File: src/nvc_pkg.sv
// Constants for the memory controller command block
package nvc_pkg;
    // ------------------------------------------------------------
    // Register offsets (byte addresses on the plain register port)
    // ------------------------------------------------------------
    localparam logic [3:0] ADR_CMD_CTRL   = 4'h0;
    localparam logic [3:0] ADR_LOCK_CTRL  = 4'h1;
    localparam logic [3:0] ADR_STATUS     = 4'h2;
    localparam logic [3:0] ADR_IRQ_EN     = 4'h3;
    localparam logic [3:0] ADR_IRQ_FLAGS  = 4'h4;
    localparam logic [3:0] ADR_DATA_LO    = 4'h6;
    localparam logic [3:0] ADR_DATA_HI    = 4'h7;
    localparam logic [3:0] ADR_ADDR_LO    = 4'h8;
    localparam logic [3:0] ADR_ADDR_HI    = 4'h9;
    // ------------------------------------------------------------
    // Field positions and reset values
    // ------------------------------------------------------------
    localparam int         BIT_FLASH_BUSY_BIT      = 0;
    localparam int         BIT_EEPROM_BUSY_BIT     = 1;
    localparam int         BIT_WERR       = 2;
    localparam int         BIT_APP_WP     = 0;
    localparam int         BIT_BOOT_LOCK  = 1;
    localparam int         BIT_EE_READY   = 0;
    localparam logic [7:0] RST_BYTE       = 8'h00;
    localparam logic [7:0] SELF_PROG_KEY  = 8'h9d;   // Arbitrary key value
    // ------------------------------------------------------------
    // Command codes
    // ------------------------------------------------------------
    localparam logic [2:0] CMD_NONE       = 3'h0;
    localparam logic [2:0] CMD_WRITE      = 3'h1;
    localparam logic [2:0] CMD_ERASE      = 3'h2;
    localparam logic [2:0] CMD_ERASE_WR   = 3'h3;
    localparam logic [2:0] CMD_BUF_CLR    = 3'h4;
    localparam logic [2:0] CMD_CHIP_ERASE = 3'h5;
    localparam logic [2:0] CMD_EE_ERASE   = 3'h6;
    localparam logic [2:0] CMD_FUSE_WR    = 3'h7;
    // ------------------------------------------------------------
    // Timing
    // ------------------------------------------------------------
    localparam int         UNLOCK_WINDOW  = 4;       // Instructions after key
    localparam int         BUF_CLR_CYC    = 7;       // CPU cycles of buffer clear
    localparam int         CLK_MHZ        = 100;
    localparam real        ARRAY_OP_US    = 0.5;     // Default array step time
    localparam int         ARRAY_OP_CYC   = int'(ARRAY_OP_US * CLK_MHZ);
    // Sequencer states
    typedef enum logic [5:0] {
        ST_IDLE  = 6'b000001,
        ST_ERASE = 6'b000010,
        ST_PROG  = 6'b000100,
        ST_CLEAR = 6'b001000,
        ST_CHIP  = 6'b010000,
        ST_FUSE  = 6'b100000
    } nvc_state_t;
endpackage : nvc_pkg
File: src/nvc_ctrl.sv
// Command sequencer, register file and sleep keeper of the memory controller
//
// The plain strobed port is this design's own decision.
`timescale 1ns/1ns
// Functional notes
// - Erase-write: erase page, then program buffer
// - Halt CPU for every command except EEPROM page ops
// - Clear page buffer after erase-write
// - Buffer clear sets ones, halts seven cycles
// - Chip erase hits EEPROM unless preserve fuse
// - Chip erase ignores locks, leaves ones
// - EEPROM erase sets ones, halts CPU
// - Fuse write only from debug port
// - New fuse value effective after reset
// - Fuses readable by ordinary memory read
// - Reset aborts a running write
// - One EEPROM-ready interrupt source, flagged
// - Request while enabled and flag set
// - Controller sleeps with system when idle
// - Ongoing write keeps memory, clock running
// - Ready interrupt wakes from idle only
// - Page buffer cleared on wake-up
// - Command write needs key within four
// - Unkeyed command write leaves register unchanged
// - Three-bit command decode
// - Ready flag set while EEPROM idle, W1C
// - Status shows busy bits and error
module nvc_ctrl
    import nvc_pkg::*;
#(
    parameter int OP_CYCLES = ARRAY_OP_CYC
) (
    input  wire  logic        clk_sys,
    input  wire  logic        arst_n,
    input  wire  logic [3:0]  reg_addr,
    input  wire  logic [7:0]  reg_wdata,
    input  wire  logic        reg_wr,
    input  wire  logic        reg_rd,
    input  wire  logic        reg_from_dbg,
    output logic [7:0]        reg_rdata,
    input  wire  logic        key_wr,
    input  wire  logic [7:0]  key_data,
    input  wire  logic        cpu_insn,
    input  wire  logic        sys_sleep,
    input  wire  logic        sleep_idle,
    input  wire  logic        target_eeprom,
    input  wire  logic        target_protected,
    input  wire  logic        eeprom_preserve_fuse,
    output logic              cpu_halt,
    output logic              irq_req,
    output logic              wake_req,
    output logic              ctrl_asleep,
    output logic              keep_clk_on,
    output logic              arr_erase,
    output logic              arr_prog,
    output logic              arr_chip_flash,
    output logic              arr_chip_ee,
    output logic              arr_ee_all,
    output logic              pbuf_clear,
    output logic              fuse_wr,
    output logic [15:0]       fuse_addr,
    output logic [15:0]       fuse_wdata
);
    import nvc_pkg::*;

    // ------------------------------------------------------------
    // Reset synchroniser
    // ------------------------------------------------------------
    logic rst_meta_r;
    logic rst_n_r;

    // Release through two flops; first flop feeds only the second
    always_ff @(posedge clk_sys or negedge arst_n) begin
        if (!arst_n) begin
            rst_meta_r <= 1'b0;
            rst_n_r    <= 1'b0;
        end else begin
            rst_meta_r <= 1'b1;
            rst_n_r    <= rst_meta_r;
        end
    end

    // ------------------------------------------------------------
    // Register state
    // ------------------------------------------------------------
    logic [2:0]  cmd_r;
    logic        app_wp_r;
    logic        boot_lock_r;
    logic        irq_en_r;
    logic        ready_flag_r;
    logic        werr_r;
    logic [15:0] data_r;
    logic [15:0] addr_r;
    logic [2:0]  unlock_cnt_r;
    logic        on_ee_r;
    logic        halt_op_r;
    logic        was_asleep_r;
    logic [15:0] cnt_r;
    nvc_state_t  state_r;
    nvc_state_t  state_nxt;

    // Address decode for the plain register port
    wire wr_cmd    = reg_wr && (reg_addr == ADR_CMD_CTRL);
    wire wr_lock   = reg_wr && (reg_addr == ADR_LOCK_CTRL);
    wire wr_irq_en = reg_wr && (reg_addr == ADR_IRQ_EN);
    wire wr_flags  = reg_wr && (reg_addr == ADR_IRQ_FLAGS);
    wire idle      = (state_r == ST_IDLE);
    wire unlocked  = (unlock_cnt_r != 3'h0);
    // unkeyed or busy writes are dropped
    wire cmd_take  = wr_cmd && unlocked && idle;
    wire [2:0] cmd_in = reg_wdata[2:0];
    // fuse write refused from the CPU
    wire cmd_ok    = cmd_take && ((cmd_in != CMD_FUSE_WR) || reg_from_dbg);
    wire cnt_done  = (cnt_r == 16'h0001);
    wire ee_busy   = !idle && on_ee_r;
    wire fl_busy   = !idle && !on_ee_r;

    // ------------------------------------------------------------
    // Unlock window counter
    // ------------------------------------------------------------
    // Counts down one per retired CPU instruction after the key lands
    always_ff @(posedge clk_sys or negedge rst_n_r) begin
        if (!rst_n_r) begin
            unlock_cnt_r <= 3'h0;
        end else if (key_wr && key_data == SELF_PROG_KEY) begin
            unlock_cnt_r <= 3'(UNLOCK_WINDOW);
        end else if (cmd_take) begin
            unlock_cnt_r <= 3'h0;
        end else if (cpu_insn && unlocked) begin
            unlock_cnt_r <= unlock_cnt_r - 3'h1;
        end
    end

    // ------------------------------------------------------------
    // Software registers
    // ------------------------------------------------------------
    // Lock bits set only, cleared by reset alone
    always_ff @(posedge clk_sys or negedge rst_n_r) begin
        if (!rst_n_r) begin
            app_wp_r    <= 1'b0;
            boot_lock_r <= 1'b0;
            irq_en_r    <= 1'b0;
            data_r      <= 16'h0000;
            addr_r      <= 16'h0000;
        end else begin
            if (wr_lock) begin
                app_wp_r    <= app_wp_r | reg_wdata[BIT_APP_WP];
                boot_lock_r <= boot_lock_r | reg_wdata[BIT_BOOT_LOCK];
            end
            if (wr_irq_en) begin
                irq_en_r <= reg_wdata[BIT_EE_READY];
            end
            // debug port stages fuse address and data here
            if (reg_wr && reg_addr == ADR_DATA_LO) data_r[7:0]  <= reg_wdata;
            if (reg_wr && reg_addr == ADR_DATA_HI) data_r[15:8] <= reg_wdata;
            if (reg_wr && reg_addr == ADR_ADDR_LO) addr_r[7:0]  <= reg_wdata;
            if (reg_wr && reg_addr == ADR_ADDR_HI) addr_r[15:8] <= reg_wdata;
        end
    end

    // ready flag: set while EEPROM idle, set wins over W1C
    always_ff @(posedge clk_sys or negedge rst_n_r) begin
        if (!rst_n_r) begin
            ready_flag_r <= 1'b0;
        end else if (!ee_busy && !(cmd_ok && target_eeprom)) begin
            ready_flag_r <= 1'b1;
        end else if (wr_flags && reg_wdata[BIT_EE_READY]) begin
            ready_flag_r <= 1'b0;
        end
    end

    // ------------------------------------------------------------
    // Command sequencer
    // ------------------------------------------------------------
    // decode the three-bit command field
    always_comb begin
        state_nxt = state_r;
        case (state_r)
            ST_IDLE: begin
                if (cmd_ok) begin
                    case (cmd_in)
                        CMD_WRITE:      state_nxt = ST_PROG;
                        CMD_ERASE:      state_nxt = ST_ERASE;
                        CMD_ERASE_WR:   state_nxt = ST_ERASE;
                        CMD_BUF_CLR:    state_nxt = ST_CLEAR;
                        CMD_CHIP_ERASE: state_nxt = ST_CHIP;
                        CMD_EE_ERASE:   state_nxt = ST_CHIP;
                        CMD_FUSE_WR:    state_nxt = ST_FUSE;
                        default:        state_nxt = ST_IDLE;
                    endcase
                end
            end
            // erase-write moves on to programming, buffer kept
            ST_ERASE: if (cnt_done) state_nxt = (cmd_r == CMD_ERASE_WR) ? ST_PROG : ST_IDLE;
            ST_PROG:  if (cnt_done) state_nxt = ST_IDLE;
            ST_CLEAR: if (cnt_done) state_nxt = ST_IDLE;
            ST_CHIP:  if (cnt_done) state_nxt = ST_IDLE;
            ST_FUSE:  if (cnt_done) state_nxt = ST_IDLE;
            default:  state_nxt = ST_IDLE;
        endcase
    end

    // reset aborts whatever operation is running
    always_ff @(posedge clk_sys or negedge rst_n_r) begin
        if (!rst_n_r) begin
            state_r <= ST_IDLE;
        end else begin
            state_r <= state_nxt;
        end
    end

    // Step counter and command latch
    always_ff @(posedge clk_sys or negedge rst_n_r) begin
        if (!rst_n_r) begin
            cnt_r     <= 16'h0000;
            cmd_r     <= CMD_NONE;
            on_ee_r   <= 1'b0;
            halt_op_r <= 1'b0;
            werr_r    <= 1'b0;
        end else if (idle && cmd_ok && cmd_in != CMD_NONE) begin
            cmd_r   <= cmd_in;
            cnt_r   <= (cmd_in == CMD_BUF_CLR) ? 16'(BUF_CLR_CYC) : 16'(OP_CYCLES);
            on_ee_r <= target_eeprom && (cmd_in <= CMD_ERASE_WR || cmd_in == CMD_EE_ERASE);
            // EEPROM page work runs with the CPU free
            halt_op_r <= !(target_eeprom && cmd_in <= CMD_ERASE_WR);
            // chip erase and buffer clear never see lock faults
            werr_r  <= target_protected && cmd_in <= CMD_ERASE_WR;
        end else if (state_r == ST_ERASE && cnt_done) begin
            cnt_r <= 16'(OP_CYCLES);
        end else if (!idle) begin
            cnt_r <= cnt_r - 16'h0001;
        end
    end

    // Command in force this cycle; the latch lags the accepting edge by one,
    // so strobes launched on that edge must look at the incoming code
    wire [2:0] cmd_cur = idle ? cmd_in : cmd_r;
    // Blocked page commands skip the erase and program strobes and report the error; the first
    // strobe needs the fresh verdict, not the one left by the last command
    wire do_op = idle ? !(target_protected && cmd_in <= CMD_ERASE_WR) : !werr_r;

    // ------------------------------------------------------------
    // Array strobes and outputs, all registered
    // ------------------------------------------------------------
    wire last_step = !idle && cnt_done && state_nxt == ST_IDLE;
    wire asleep_nxt = sys_sleep && idle;
    // level request while enabled and flagged
    wire irq_nxt = irq_en_r && ready_flag_r;

    always_ff @(posedge clk_sys or negedge rst_n_r) begin
        if (!rst_n_r) begin
            arr_erase      <= 1'b0;
            arr_prog       <= 1'b0;
            arr_chip_flash <= 1'b0;
            arr_chip_ee    <= 1'b0;
            arr_ee_all     <= 1'b0;
            pbuf_clear     <= 1'b0;
            fuse_wr        <= 1'b0;
            fuse_addr      <= 16'h0000;
            fuse_wdata     <= 16'h0000;
            cpu_halt       <= 1'b0;
            irq_req        <= 1'b0;
            wake_req       <= 1'b0;
            ctrl_asleep    <= 1'b0;
            keep_clk_on    <= 1'b0;
            was_asleep_r   <= 1'b0;
        end else begin
            arr_erase <= state_nxt == ST_ERASE && do_op;
            arr_prog  <= state_nxt == ST_PROG && do_op;
            // chip erase: flash always, EEPROM unless preserved
            arr_chip_flash <= state_nxt == ST_CHIP && cmd_cur == CMD_CHIP_ERASE;
            arr_chip_ee    <= state_nxt == ST_CHIP && cmd_cur == CMD_CHIP_ERASE && !eeprom_preserve_fuse;
            arr_ee_all <= state_nxt == ST_CHIP && cmd_cur == CMD_EE_ERASE;
            // buffer to ones after page ops, clear, wake
            pbuf_clear <= (last_step && cmd_r != CMD_FUSE_WR && cmd_r != CMD_CHIP_ERASE
                           && cmd_r != CMD_EE_ERASE)
                          || (was_asleep_r && !sys_sleep);
            // fuse array latches new value for the next reset
            fuse_wr    <= state_nxt == ST_FUSE;
            // no fuse read command; reads use the plain memory map
            fuse_addr  <= addr_r;
            fuse_wdata <= data_r;
            // halt request held for the whole halting operation
            cpu_halt <= (state_nxt != ST_IDLE) && (idle ? (cmd_ok && !(target_eeprom && cmd_in <= CMD_ERASE_WR))
                                                       : halt_op_r);
            irq_req <= irq_nxt;
            // ready interrupt wakes from idle sleep only
            wake_req <= irq_nxt && sys_sleep && sleep_idle;
            // sleep with the system only when no write runs
            ctrl_asleep  <= asleep_nxt;
            was_asleep_r <= sys_sleep;
            // keep memory and system clock on until the write ends
            keep_clk_on <= sys_sleep && (state_nxt != ST_IDLE);
        end
    end

    // ------------------------------------------------------------
    // Register read port, data one cycle after the strobe
    // ------------------------------------------------------------
    // busy bits and last-operation error
    wire [7:0] status_b = {5'h00, werr_r, ee_busy, fl_busy};
    logic [7:0] rd_mux;
    always_comb begin
        case (reg_addr)
            ADR_CMD_CTRL:  rd_mux = {5'h00, cmd_r};
            ADR_LOCK_CTRL: rd_mux = {6'h00, boot_lock_r, app_wp_r};
            ADR_STATUS:    rd_mux = status_b;
            ADR_IRQ_EN:    rd_mux = {7'h00, irq_en_r};
            ADR_IRQ_FLAGS: rd_mux = {7'h00, ready_flag_r};
            ADR_DATA_LO:   rd_mux = data_r[7:0];
            ADR_DATA_HI:   rd_mux = data_r[15:8];
            ADR_ADDR_LO:   rd_mux = addr_r[7:0];
            ADR_ADDR_HI:   rd_mux = addr_r[15:8];
            default:       rd_mux = RST_BYTE;
        endcase
    end

    always_ff @(posedge clk_sys or negedge rst_n_r) begin
        if (!rst_n_r) begin
            reg_rdata <= RST_BYTE;
        end else begin
            reg_rdata <= reg_rd ? rd_mux : RST_BYTE;
        end
    end
endmodule : nvc_ctrl

File: config.mk
export PLATFORM = sky130hd
export DESIGN_NAME = nvc_ctrl
export DESIGN_NICKNAME = d
export VERILOG_FILES = /design/src/nvc_pkg.sv /design/src/nvc_ctrl.sv
export SDC_FILE = /design/constraint.sdc
export NUM_CORES = 1
export LEC_CHECK = 0
export ABC_CLOCK_PERIOD_IN_PS = 3600
export BUFFER_PORTS_ARGS = -buffer_cell sky130_fd_sc_hd__buf_2
export CORE_MARGIN = 4
export CORE_UTILIZATION = 30
export CTS_CLUSTER_DIAMETER = 50
export DETAILED_ROUTE_END_ITERATION = 7
export HOLD_SLACK_MARGIN = 0.03
export PLACE_DENSITY = 0.5
export RECOVER_POWER = 100
export SLEW_MARGIN = 0
export SYNTH_ARGS = -nofsm -noshare
export SYNTH_HDL_FRONTEND = slang
export SYNTH_SLANG_ARGS = --single-unit
File: constraint.sdc
create_clock -name clk_sys -period 3.6 [get_ports clk_sys]
set_input_delay 0.18 -clock clk_sys [delete_from_list [all_inputs] [get_ports clk_sys]]
set_output_delay 0.18 -clock clk_sys [all_outputs]
set_load 0.05 [all_outputs]
==> flow_summary_export.csv <==
group,metric,value,unit
status,status,"complete, but fails checks",
status,failed_checks,"capacitance limit, slew limit",
synth,syn_inst,450,
global_routing,gr-usage-met1,0.198,
critical_path,worst_ep_arrival_time,2990,ps
placement,pre_cts_slack,1260,ps
floorplan,die_area,19700,um^2
critical_path,end_kind,"flip-flop",
route,drc,0,
power_and_ir_drop,ir_drop,356,uV
global_routing,busiest_layer,"met2",
synth,yosysWarnings,0,
flow_run,drv_cap,2,
floorplan,std_cell_rows,48,
worst_hold_path,hold_depth,3,
finish,area_growth,23.0,%
timing,hold_violations,0,
synth,seq_area_frac_synth,0.580,
synth,synth-edff-count,0,
timing,fin_crit_sh,0.766,
critical_path,cp.required,3830,ps
critical_path,path_max_fanout,20,
synth,yosys_register_bits,122,
critical_path,r2r.worst_path.cells,5,
route,drt_iter0_drc,283,
power_and_ir_drop,p_switching,0.00158,W
power_and_ir_drop,combinationalPowerShare,0.227,
synth,ys.flop_type,"dfrtp_1",
clock_tree,cts_resized,0,
synth,synth.cell_area,5260,um^2
synth,async_reset_ff_frac,1.00,
synth,syn_nets,486,
clock_tree,clk_latency,410,ps
clock_tree,clk_pin_slew,60,ps
power_and_ir_drop,power,0.00472,W
placement,dp_hpwl,9510,um
worst_hold_path,hold_path.class,"primary input to flip-flop",
worst_hold_path,whs_endpoint,"unlock_cnt_r[2]",
finish,antennaDiodeCount,0,
timing,slew_viol_final,125,
timing,rsz0062_at_grt,"no",
critical_path,startpoint_type,"primary input",
global_routing,overflow,0,
timing,postLayoutSetupSlackWorst,843,ps
global_routing,grt_pass1_wl,22300,um
route,vias,3927,
floorplan,start_util,0.305,
timing,setup_tns,0,ps
route,postRouteAntennaNets,0,
placement,port_buffers,83,
timing,finalSetupViolations,0,
floorplan,top_level_ports,84,
synth,synth_area_per_cell,11.7,um^2
global_routing,antenna_found_initial,0,
floorplan,coreArea,17200,um^2
power_and_ir_drop,leakage,2.86,nW
synth,synth.distinct_cells,70,
critical_path,critical_path_class,"primary input to flip-flop",
global_routing,gr-usage-met3,0.0502,
clock_tree,cts_hold_buffers,6,
clock_tree,clockRootBuffer,"clkbuf_16",
worst_hold_path,worstHoldStart,"key_data[7]",
critical_path,r2r_start,"state_r[4]",
power_and_ir_drop,intPower,0.00314,W
timing,holdWs,39.6,ps
timing,fin_crit,2760,ps
finish,fin_nets,576,
timing,fin_skew,8.28,ps
global_routing,first_global_vias,3988,
route,vias_per_cell,5.05,
power_and_ir_drop,clkPwrFrac,0.374,
floorplan,die_w,140,um
power_and_ir_drop,power_density,730,nW/um^2
floorplan,chipHeight,140,um
power_and_ir_drop,switching_share,0.335,
clock_tree,cts_setup_buffers,0,
route,wl,13800,um
timing,worst_pin_slew,1560,ps
clock_tree,cts_buffers,17,
timing,max_slew_margin,-0.0386,
clock_tree,clock_path_buffers,2,
power_and_ir_drop,seqPwrFrac,0.399,
route,wl_per_cell,17.7,um
global_routing,grt_max_degree,115,
timing,timing.fmax,363,MHz
global_routing,grt_use_total,0.144,
critical_path,ff2ff_setup_slack,870,ps
finish,drive_gt1_frac,0.197,
clock_tree,htreeDepth,4,
critical_path,r2r_end,"arr_erase",
clock_tree,cts_tree,"done",
global_routing,use_met2,0.212,
placement,gp_congestion,0.815,
route,drtPass1Iterations,5,
clock_tree,cts.sinks,122,
[cell type report]
| type | count | area, um^2 |
|---|---|---|
| timing repair buffer | 92 | 424 |
| fill | 1708 | 10800 |
| clock inverter | 13 | 165 |
| inverter | 15 | 56.3 |
| sequential | 122 | 3050 |
| multi-input combinational | 292 | 2040 |
| tap | 225 | 282 |
| clock buffer | 19 | 453 |
[critical path, stage by stage]
cell and delay, ps:
clkbuf_1 750, inv_1 330, o21a_1 260, o21ai_0 1160, or4_1 230, o31ai_1 60
[layout by cell type (no fill, tap or decap), types with 12 or more instances in the layout]
master,count
dfrtp_1,121
clkbuf_1,57
o21ai_0,13
nand4_1,15
nand3_1,16
nand2_1,33
buf_2,27
nor2_1,33
mux2_2,33
clkbuf_16,17
inv_1,15
a21oi_1,12
[metrics by stage]
stage,util,instances,cell area (um^2)
after floorplan,-,450,5260
after global placement,0.343,740,5900
after detailed placement,0.343,740,5900
after CTS,0.382,778,6580
after global routing,0.376,778,6470
final,0.376,778,6470
[power by group through the flow]
stage / registers (W) / clock network, W / logic, W
4_1_cts: 0.00188 / 0.00180 / 0.00112
5_1_grt: 0.00193 / 0.00187 / 0.00117
6_report: 0.00188 / 0.00177 / 0.00107
3_3_place_gp: 0.00190 / 0 / 0.00110
3_5_place_dp: 0.00190 / 0 / 0.00110
2_1_floorplan: 0.00218 / 0 / 0.000515
[flip-flops by register name, summed over array words and instances, names as in the netlist, 3 cells and up]
name,count
state_r,6
data_r,16
unlock_cnt_r,3
cnt_r,16
fuse_addr,16
reg_rdata,8
cmd_r,3
addr_r,16
fuse_wdata,16
[logic make-up after synthesis]
logic type,count (synthesis),synth area share
simple gates,157,0.166
flops,122,0.580
compound gates,80,0.115
mux,37,0.0785
buf+inv,36,0.0285
xor+xnor,13,0.0216
fa+ha+maj,4,0.00951
other cells,1,0.000713
[cell usage after synthesis (all sizes together) (7+ instances only)]
cell type / number / area share
a21oi: 13 / 0.013
a22o: 10 / 0.017
and3: 9 / 0.011
buf: 7 / 0.0078
clkbuf: 14 / 0.010
dfrtp: 121 / 0.58
inv: 15 / 0.011
mux2: 34 / 0.073
nand2: 33 / 0.024
nand3: 16 / 0.016
nand4: 15 / 0.018
nor2: 33 / 0.024
nor3: 12 / 0.012
o21ai: 13 / 0.012
xor2: 8 / 0.013
[routing by layer]
layer | wire length [um] | vias up
li1 | - | 1834
met1 | 6450 | 1927
met2 | 6100 | 148
met3 | 970 | 18
met4 | 242 | 0
met5 | 0 | -
[worst max path at each step]
stage	start	end	slack [ps]
after global routing	state_r[4]	cpu_halt	590
after detailed placement	state_r[4]	arr_erase	1260
after CTS	state_r[4]	arr_erase	1250
final	reg_addr[0]	reg_rdata[0]	840
after global placement	state_r[4]	halt_op_r	1370
after floorplan	rst_n_r	addr_r[0]	1570
Power figures use the tool's default switching activity.
